## src/rtl/amsd_defs.svh

```systemverilog
// constants for the mode and settling delay control block
// assumes a 25 MHz modulator clock
`ifndef AMSD_DEFS_SVH
`define AMSD_DEFS_SVH

`define AMSD_CLK_MHZ 25
// delay settings in microseconds
`define AMSD_DLY0_US 0
`define AMSD_DLY1_US 4
`define AMSD_DLY2_US 16
`define AMSD_DLY3_US 40
`define AMSD_DLY4_US 100
`define AMSD_DLY5_US 200
`define AMSD_DLY6_US 500
`define AMSD_DLY7_US 1000
`define AMSD_CNT_W 15
`define AMSD_RESERVED_MODE 3'h5
`define AMSD_KIND_RST 3'h0

`endif

```

## src/rtl/amsd_pkg.sv

```systemverilog
// types for the mode and settling delay control block
// assumes nothing beyond the defs header
package amsd_pkg;
   typedef enum logic [2:0] {
      AMSD_CONT = 3'b000,
      AMSD_SINGLE = 3'b001,
      AMSD_STANDBY = 3'b010,
      AMSD_PDOWN = 3'b011,
      AMSD_CAL_IOFF = 3'b100,
      AMSD_RSVD = 3'b101,
      AMSD_CAL_SOFF = 3'b110,
      AMSD_CAL_SGAIN = 3'b111
   } amsd_mode_type;

   typedef enum logic [1:0] {
      AMSD_ST_IDLE = 2'b00,
      AMSD_ST_SETTLE = 2'b01,
      AMSD_ST_RUN = 2'b10
   } amsd_state_type;
endpackage

```

## src/rtl/amsd_delay_lut.sv

```systemverilog
// delay code to cycle count decode
// assumes the clock rate of the defs header
`timescale 1ns/10ps
`include "amsd_defs.svh"

module amsd_delay_lut #(
   parameter int CNT_W = `AMSD_CNT_W
) (
   input wire logic [2:0] delay_code,
   output logic [CNT_W-1:0] delay_cycles
);
   localparam int C1 = `AMSD_DLY1_US * `AMSD_CLK_MHZ;
   localparam int C2 = `AMSD_DLY2_US * `AMSD_CLK_MHZ;
   localparam int C3 = `AMSD_DLY3_US * `AMSD_CLK_MHZ;
   localparam int C4 = `AMSD_DLY4_US * `AMSD_CLK_MHZ;
   localparam int C5 = `AMSD_DLY5_US * `AMSD_CLK_MHZ;
   localparam int C6 = `AMSD_DLY6_US * `AMSD_CLK_MHZ;
   localparam int C7 = `AMSD_DLY7_US * `AMSD_CLK_MHZ;

   always_comb begin
      case (delay_code)
         3'h0: delay_cycles = CNT_W'(`AMSD_DLY0_US);
         3'h1: delay_cycles = CNT_W'(C1);
         3'h2: delay_cycles = CNT_W'(C2);
         3'h3: delay_cycles = CNT_W'(C3);
         3'h4: delay_cycles = CNT_W'(C4);
         3'h5: delay_cycles = CNT_W'(C5);
         3'h6: delay_cycles = CNT_W'(C6);
         default: delay_cycles = CNT_W'(C7);
      endcase
   end
endmodule

```

## src/rtl/amsd_ctrl.sv

```systemverilog
// mode decode and post-switch settling delay control
// assumes register fields arrive already decoded from the serial port
//
// Function
// - delay field codes wait of 0,4,16,40,100,200,500 us or 1 ms
// - after each channel change, processing waits for the full delay
// - mode 000 continuous, 001 single then stop, 010 standby, 011 power-down
// - writing 100, 110 or 111 starts offset or gain calibration
`timescale 1ns/10ps
`include "amsd_defs.svh"

module amsd_ctrl #(
   parameter int CNT_W = `AMSD_CNT_W
) (
   input wire logic mclk,
   input wire logic rst,
   input wire logic [2:0] delay_code,
   input wire logic rsvd_bit,
   input wire logic [2:0] mode_code,
   input wire logic mode_wr,
   input wire logic chan_switch,
   input wire logic conv_done,
   input wire logic cal_done,
   output logic process_en,
   output logic settling,
   output logic cal_start,
   output logic [2:0] cal_kind,
   output logic cal_busy,
   output logic standby,
   output logic power_down,
   output logic [2:0] active_mode
);
   ////////////////////////////////////////////////////////////////////
   // settle state
   amsd_pkg::amsd_state_type st_q, st_d;
   logic [CNT_W-1:0] cnt_q, cnt_d;
   logic [CNT_W-1:0] dly_cycles;
   logic settle_q, settle_d;

   // mode state
   amsd_pkg::amsd_mode_type mode_q, mode_d;
   logic stop_q, stop_d;
   logic stby_q, stby_d;
   logic pdn_q, pdn_d;
   logic mode_is_cal;
   logic mode_is_rsvd;
   logic mode_take;
   logic single_end;

   // calibration state
   logic cal_q, cal_d;
   logic start_q, start_d;
   logic [2:0] kind_q, kind_d;
   logic cal_end;

   amsd_delay_lut #(.CNT_W(CNT_W)) u_lut (
      .delay_code(delay_code),
      .delay_cycles(dly_cycles)
   );

   // bit seven is ignored here; the writer keeps it zero
   logic unused_rsvd;
   assign unused_rsvd = rsvd_bit;

   function automatic logic is_cal(input logic [2:0] m);
      is_cal = (m == amsd_pkg::AMSD_CAL_IOFF) || (m == amsd_pkg::AMSD_CAL_SOFF) ||
               (m == amsd_pkg::AMSD_CAL_SGAIN);
   endfunction

   assign mode_is_cal = is_cal(mode_code);
   assign mode_is_rsvd = mode_code == `AMSD_RESERVED_MODE;

   ////////////////////////////////////////////////////////////////////
   // settle group: a switch always reloads the full wait
   always_comb begin
      st_d = st_q;
      cnt_d = cnt_q;
      case (st_q)
         amsd_pkg::AMSD_ST_IDLE: begin
            // nothing runs before the first switch after reset
            if (chan_switch) begin
               st_d = amsd_pkg::AMSD_ST_SETTLE;
               cnt_d = dly_cycles;
            end
         end
         amsd_pkg::AMSD_ST_SETTLE: begin
            // a new switch restarts the wait in full
            if (chan_switch) begin
               cnt_d = dly_cycles;
            end else if (cnt_q == '0) begin
               st_d = amsd_pkg::AMSD_ST_RUN;
            end else begin
               cnt_d = cnt_q - CNT_W'(1);
            end
         end
         amsd_pkg::AMSD_ST_RUN: begin
            if (chan_switch) begin
               st_d = amsd_pkg::AMSD_ST_SETTLE;
               cnt_d = dly_cycles;
            end
         end
         default: begin
            st_d = amsd_pkg::AMSD_ST_IDLE;
            cnt_d = '0;
         end
      endcase

      // flag from the next state so it lines up with the state register
      settle_d = (st_d == amsd_pkg::AMSD_ST_SETTLE);
   end

   always_ff @(posedge mclk) begin
      if (rst) begin
         st_q <= amsd_pkg::AMSD_ST_IDLE;
         cnt_q <= '0;
         settle_q <= 1'h0;
      end else begin
         st_q <= st_d;
         cnt_q <= cnt_d;
         settle_q <= settle_d;
      end
   end

   ////////////////////////////////////////////////////////////////////
   // mode group; a reserved code never reaches the mode register
   assign mode_take = mode_wr && !mode_is_rsvd;
   assign cal_end = cal_q && cal_done;
   assign single_end = (mode_q == amsd_pkg::AMSD_SINGLE) && conv_done && process_en;

   always_comb begin
      mode_d = mode_q;
      stop_d = stop_q;
      if (cal_end) begin
         // calibration leaves the converter idle, as single mode does
         mode_d = amsd_pkg::AMSD_STANDBY;
      end
      if (mode_take) begin
         mode_d = amsd_pkg::amsd_mode_type'(mode_code);
         stop_d = 1'h0;
      end
      if (single_end) begin
         // the stop wins over a rewrite in the same cycle
         stop_d = 1'h1;
      end

      // pins follow the mode being written
      stby_d = (mode_d == amsd_pkg::AMSD_STANDBY);
      pdn_d = (mode_d == amsd_pkg::AMSD_PDOWN);
   end

   always_ff @(posedge mclk) begin
      if (rst) begin
         mode_q <= amsd_pkg::AMSD_CONT;
         stop_q <= 1'h0;
         stby_q <= 1'h0;
         pdn_q <= 1'h0;
      end else begin
         mode_q <= mode_d;
         stop_q <= stop_d;
         stby_q <= stby_d;
         pdn_q <= pdn_d;
      end
   end

   ////////////////////////////////////////////////////////////////////
   // calibration group; any other mode written, except the reserved code, aborts a running one
   always_comb begin
      cal_d = cal_q;
      start_d = 1'h0;
      kind_d = kind_q;
      // done only counts while a calibration runs
      if (cal_end) begin
         cal_d = 1'h0;
      end
      if (mode_take) begin
         cal_d = mode_is_cal;
         if (mode_is_cal) begin
            start_d = 1'h1;
            kind_d = mode_code;
         end
      end
   end

   always_ff @(posedge mclk) begin
      if (rst) begin
         cal_q <= 1'h0;
         start_q <= 1'h0;
         kind_q <= `AMSD_KIND_RST;
      end else begin
         cal_q <= cal_d;
         start_q <= start_d;
         kind_q <= kind_d;
      end
   end

   ////////////////////////////////////////////////////////////////////
   function automatic logic is_settled(input amsd_pkg::amsd_state_type s);
      is_settled = (s == amsd_pkg::AMSD_ST_RUN);
   endfunction

   // processing only in a running mode and only once settled
   always_comb begin
      case (mode_q)
         amsd_pkg::AMSD_CONT: process_en = is_settled(st_q);
         amsd_pkg::AMSD_SINGLE: process_en = is_settled(st_q) && !stop_q;
         amsd_pkg::AMSD_STANDBY: process_en = 1'h0;
         amsd_pkg::AMSD_PDOWN: process_en = 1'h0;
         // calibration owns the modulator until it reports done
         amsd_pkg::AMSD_CAL_IOFF: process_en = 1'h0;
         amsd_pkg::AMSD_CAL_SOFF: process_en = 1'h0;
         amsd_pkg::AMSD_CAL_SGAIN: process_en = 1'h0;
         amsd_pkg::AMSD_RSVD: process_en = 1'h0;
         default: process_en = 1'h0;
      endcase
   end

   ////////////////////////////////////////////////////////////////////
   // status pins straight from flops, so no decode glitches reach them
   assign settling = settle_q;
   assign cal_start = start_q;
   assign cal_kind = kind_q;
   assign cal_busy = cal_q;
   assign standby = stby_q;
   assign power_down = pdn_q;
   assign active_mode = mode_q;
endmodule

```

## config.mk

```make
export PLATFORM = sky130hd
export DESIGN_NAME = amsd_ctrl
export DESIGN_NICKNAME = d
export VERILOG_FILES = /design/src/rtl/amsd_pkg.sv /design/src/rtl/amsd_delay_lut.sv /design/src/rtl/amsd_ctrl.sv
export VERILOG_INCLUDE_DIRS = /design/src /design/src/rtl
export SDC_FILE = /design/constraint.sdc
export NUM_CORES = 1
export LEC_CHECK = 0
export BUFFER_PORTS_ARGS = -buffer_cell sky130_fd_sc_hd__buf_2
export CAP_MARGIN = 0
export CORE_UTILIZATION = 50
export CTS_CLUSTER_SIZE = 40
export DETAILED_ROUTE_END_ITERATION = 7
export GPL_ROUTABILITY_DRIVEN = 0
export GPL_TIMING_DRIVEN = 0
export PLACE_DENSITY_LB_ADDON = 0.08
export SYNTH_ARGS = -nofsm -noshare
export SYNTH_HDL_FRONTEND = slang
export SYNTH_SLANG_ARGS = --single-unit
export TNS_END_PERCENT = 10
```

## constraint.sdc

```tcl
create_clock -name mclk -period 1.98 [get_ports mclk]
set_input_delay 0.297 -clock mclk [delete_from_list [all_inputs] [get_ports mclk]]
set_output_delay 0.297 -clock mclk [all_outputs]
set_load 0.05 [all_outputs]
```

==> flow_metrics.tcl, run 1 <==
set metrics [dict create \
    max_freq_mhz 504 \
    final_util_pct 64.9 \
    grt_pass1_wl_mm 7.27 \
    diodes 0 \
    numCtsBuffers 5 \
    power_mw 1.63 \
    final_area_sq_um 2000 \
    seq_area_frac_synth_pct 35.7 \
    leakagePower_nw 0.772 \
    port_buffers 18 \
    syn_area_per_cell_sq_um 7.89 \
    drtIter0Drc 161 \
    track_usage_pct 28.5 \
    r2r_cells 8 \
    critPathMaxFanout 6 \
    slew_violations 0 \
    startpoint_type "flop" \
    cp.arrival_ps 2180 \
    antenna_found_initial 0 \
    maxCapViolCount 0 \
    drt-total-wl_mm 4.63 \
    clockRootBuffer "clkbuf_4" \
    hold_path_depth 3 \
    dpl_worst_slack_ps -505 \
    clockBufferDepth 2 \
    outcome "complete, but fails checks" \
    end_kind "flop" \
    worstSetupPathType "reg -> reg" \
    design.die.area_sq_um 3480 \
    wl_per_cell_um 16.4 \
    cts_tree "done" \
    syn_nets 220 \
    overflow 0 \
    hold_path_class "in -> reg" \
    nets 252 \
    finalHoldViolCount 0 \
    multi_input_area_sq_um 1020 \
    vias 1787 \
    htreeDepth 2 \
    die_h_um 59.0 \
    synthesis.area_sq_um 1630 \
    start_util_pct 52.8 \
    io_pins 25 \
    core_area_sq_um 3080 \
    grt_max_degree 11 \
    grt_pass1_vias 1549 \
    finalSetupTns_ps -4.04 \
    worstPathRequired_ps 2180 \
    setup_violations 1 \
    finalCritPeriodShare_pct 100 \
    fin_skew_ps 8.16 \
    vias_per_cell 6.31 \
    setup_ws_ps -4.04 \
    synth-edff-count 0 \
    synth.distinct_cells 42 \
    nFillCells 280 \
    timing.slew.headroom_pct 66.3 \
    ctsHoldBuffers 0 \
    p_per_area_nw_per_um2 813 \
    post-route-min-period_ps 1980 \
    synth_warnings 0 \
    cts_sinks 29 \
    first_pass_iters 5 \
    fp-row-count 20 \
    vdd_drop_max_mv 0.488 \
    ant_nets 0 \
    violations "setup timing" \
    syn_to_final_growth_pct 22.9 \
    synthArstFlopShare_pct 0 \
    hpwl_mm 3.17 \
    clk-insertion-delay-late_ps 330 \
    layout-drive-gt1-share_pct 23.4 \
    ys.flop_type "dfxtp_1" \
    syn-instance-count 206 \
    placed_cell_area_sq_um 1790 \
    clk_pin_slew_worst_paths_ps 90 \
    die_w_um 59.0 \
    register_area_sq_um 586 \
    synth_seq_cells 29 \
    drc 0 \
    worst_slew_pin_slew_ps 505 \
]
[metal layers]
layer	share of wire, %	up-vias	track usage [%]
met5	0	-	0
met4	3.0	0	11.6
met3	8.9	21	7.42
met2	47	103	47.7
met1	41	829	34.8
li1	-	834	-
[critical path: stages, from the launching register on]
cell and delay (ps):
dfxtp_2 360, inv_2 90, ha_4 170, nor4b_4 280, nand4_1 200, buf_4 210
o21ai_4 270, mux2i_1 220, nor3_1 50
[cell families after synthesis]
| kind of cell | after synthesis | synth area share, % |
|---|---|---|
| and+or+nand+nor | 76 | 24.9 |
| adders and majority gates | 1 | 0.770 |
| AOI/OAI and AO/OA | 68 | 28.4 |
| muxes | 3 | 1.85 |
| xor gates and xnor gates | 5 | 2.69 |
| buffers and inverters | 24 | 5.62 |
| DFF | 29 | 35.7 |
[where the power goes]
part	switching (mW)	leakage [nW]	internal, mW
clock network	0.210	0.0413	0.206
registers	0.0523	0.240	0.624
logic	0.319	0.491	0.214
[final timing paths]
check                                   to  slack (ps)                     start
setup / recovery     cnt_q[1]$_SDFFE_PP0P_          -4     cnt_q[0]$_SDFFE_PP0P_
hold / removal       cal_busy$_SDFFE_PP0P_         260                  cal_done
setup reg to reg     cnt_q[1]$_SDFFE_PP0P_          -4     cnt_q[0]$_SDFFE_PP0P_
hold reg to reg   cal_kind[2]$_SDFFE_PP0P_         450  cal_kind[2]$_SDFFE_PP0P_
[stage by stage]
stage          hold slack, ps  std cells
2_1_floorplan             445        206
3_3_place_gp              431        268
3_5_place_dp              436        268
4_1_cts                   250        278
5_1_grt                   248        283
6_report                  258        283
[Yosys cell counts, types with 2 or more instances]
master    instances  area, sq um
nand4_1           3         18.8
o32ai_1           4         35.0
mux2i_1           3         30.0
a21oi_1          22          110
nor3b_1           4         30.0
xnor2_1           5         43.8
o32ai_2           2         32.5
o211ai_1         11         82.6
nand3b_1          3         22.5
a221oi_1          2         17.5
inv_1             9         33.8
a32oi_1           4         35.0
a31oi_1           3         18.8
nand3_1           5         25.0
nand2_1          18         67.6
nor2b_1           3         18.8
dfxtp_1          29          581
clkbuf_1         13         48.8
o22ai_1           3         18.8
o21ai_0           9         45.0
o31ai_1           2         15.0
nor3_1            7         35.0
nor2_1           19         71.3
or3_1             5         31.3
[timing repair]
action | in CTS | in global routing
pin swaps | 2 | 5
setup endpoints to repair | 19 | 14
resized for setup | 18 | 8
buffers inserted | 3 | 5
gates cloned | 0 | 0
[layout make-up]
class | count | area share (%)
Multi-Input combinational cell | 153 | 51.0
Clock inverter | 1 | 0.250
Inverter | 9 | 1.69
Timing Repair Buffer | 26 | 7.83
Tap cell | 44 | 2.76
Buffer | 14 | 3.94
Clock buffer | 7 | 3.26
Sequential cell | 29 | 29.3
[placed cells by master, fill, tap and decap left out, types with 5 or more instances in the layout]
master,count
clkbuf_1,9
o211ai_1,11
inv_1,7
o21ai_0,8
nand2_1,17
xnor2_1,5
nor3_1,7
buf_2,18
dfxtp_1,25
nor2_1,19
buf_4,8
nand3_1,5
clkbuf_4,6
a21oi_1,22
or3_1,5
[registers in the layout, summed over array words and instances (netlist names), 2 cells and up]
register,count
active_mode,3
cal_kind,3
cnt_q,15
st_q,2
(Power assumes the default switching activity.)
==> inputs of run 2 (changes only) <==
==> constraint.sdc (replaced) <==
create_clock -name mclk -period 1.98 [get_ports mclk]
set_input_delay 0.297 -clock mclk [delete_from_list [all_inputs] [get_ports mclk]]
set_output_delay 0.297 -clock mclk [all_outputs]
set_load 0.005 [all_outputs]
==> run 2 against run 1 <==
Against the previous run:
- setup slack improved by 53 ps
- register-to-register slack improved by 50 ps
- highest routed layer unchanged
- the flow now finishes without violations
- design area fell by 1.3%
==> flow_metrics.tcl, run 2 (synthesis gave the netlist of run 1 again) <==
set metrics [dict create \
    grt_pass1_vias 1597 \
    drt-total-wl_mm 4.62 \
    finalCritPeriodShare_pct 97.5 \
    layout_commonest_cell "dfxtp_1" \
    seqPwrFrac_pct 44.0 \
    crit_start "cnt_q[6]$_SDFFE_PP0P_" \
    startpoint_type "flop" \
    finalHoldViolCount 0 \
    final_util_pct 64.1 \
    rsz0062_at_grt "yes" \
    end_kind "flop" \
    final_area_sq_um 1970 \
    die_w_um 59.0 \
    drc 0 \
    core_area_sq_um 3080 \
    p_comb_share_pct 31.4 \
    r2r_start "cnt_q[6]$_SDFFE_PP0P_" \
    vias 1810 \
    p_int_mw 1.00 \
    placed_cell_area_sq_um 1770 \
    setup_ws_ps 48.7 \
    die_h_um 59.0 \
    vias_per_cell 6.49 \
    p_switching_uw 542 \
    syn_to_final_growth_pct 21.3 \
    clockRootBuffer "clkbuf_4" \
    max_freq_mhz 518 \
    p_sw_share_pct 35.1 \
    first_pass_iters 5 \
    drtIter0Drc 162 \
    wl_per_cell_um 16.6 \
    htreeDepth 2 \
    timing.slew.headroom_pct 63.6 \
    cts_sinks 29 \
    nets 249 \
    port_buffers 18 \
    leakagePower_nw 0.747 \
    clk-insertion-delay-late_ps 340 \
    worst_slew_pin_slew_ps 540 \
    fp-row-count 20 \
    grt_pass1_wl_mm 7.46 \
    hold_path_class "in -> reg" \
    clockBufferDepth 2 \
    vdd_drop_max_mv 0.465 \
    antenna_found_initial 0 \
    largest-register "cnt_q" \
    numCtsBuffers 5 \
    whs_ps 226 \
    diodes 0 \
    hp-start "conv_done" \
    pwr-share-clk_pct 24.6 \
    slew_violations 0 \
    overflow 0 \
    io_pins 25 \
    cp.arrival_ps 2200 \
    track_usage_pct 28.8 \
    hpwl_mm 3.10 \
    ant_nets 0 \
    cts_tree "done" \
    p_per_area_nw_per_um2 784 \
    post-route-min-period_ps 1930 \
    worstSetupPathType "reg -> reg" \
    finalSetupTns_ps 0 \
    layout-drive-gt1-share_pct 21.3 \
    grt_max_degree 11 \
    outcome "complete, no violations" \
    critPathMaxFanout 7 \
    design.die.area_sq_um 3480 \
    ctsHoldBuffers 0 \
    nFillCells 279 \
    largest_reg_flops 15 \
    worstPathRequired_ps 2240 \
    clk_pin_slew_worst_paths_ps 100 \
    final-instance-count-excl-fill 279 \
    maxCapViolCount 0 \
    setup_violations 0 \
    dpl.cell_count 268 \
    layout_common_cells "dfxtp_1, a21oi_1, buf_2, nor2_1, nand2_1" \
    dpl_worst_slack_ps -450 \
    power_mw 1.55 \
    fin_skew_ps 10.5 \
    start_util_pct 52.8 \
]
[run 2: cell count changes in the layout (fill, tap and decap cells not counted), sizes merged]
cell | before | now
clkbuf | 18 | 15
buf | 29 | 28
clkinvlp | 0 | 1
clkinv | 1 | 0
[run 2: final timing paths]
path	end	slack [ps]	cells past startpoint
setup / recovery	cnt_q[13]$_SDFFE_PP0P_	50	5
hold / removal	stop_q$_SDFFE_PP0P_	230	3
setup reg to reg	cnt_q[13]$_SDFFE_PP0P_	50	5
hold reg to reg	cal_kind[2]$_SDFFE_PP0P_	450	2
[run 2: worst max-delay path: stages (launching register included)]
cell      delay [ps]
dfxtp_1          430
nor4_4           420
nand4_1          330
o21ai_4          340
o211ai_1         150
a21oi_1          190
[run 2: power groups by stage]
stage / clock network [mW] / registers [mW] / logic [mW]
6_report: 0.380 / 0.679 / 0.486
3_5_place_dp: 0 / 0.679 / 0.393
2_1_floorplan: 0 / 0.671 / 0.295
4_1_cts: 0.382 / 0.669 / 0.415
3_3_place_gp: 0 / 0.677 / 0.387
5_1_grt: 0.407 / 0.683 / 0.534
[run 2: repair_timing]
item                       CTS  global route
resized for setup           12            17
buffers inserted             1             4
setup endpoints to repair   18            16
pin swaps                    1             5
[run 2: routing by layer]
layer  wire length (um)  up-vias  track usage, %
li1                   -      825               -
met1               1910      841            37.3
met2               2080      114            43.3
met3                409       30            7.42
met4                223        0            16.3
met5                  0        -               0
[run 2: area by class of cell]
| type | instances | area (sq um) | area share, % |
|---|---|---|---|
| well taps | 44 | 55.1 | 2.79 |
| flip-flops and latches | 29 | 582 | 29.5 |
| multi-input cells | 153 | 1040 | 52.9 |
| inverters | 9 | 33.8 | 1.71 |
| repair buffers | 23 | 131 | 6.66 |
| clock buffers | 6 | 51.3 | 2.60 |
| clock inverters | 1 | 7.51 | 0.381 |
| plain buffers | 14 | 67.6 | 3.43 |
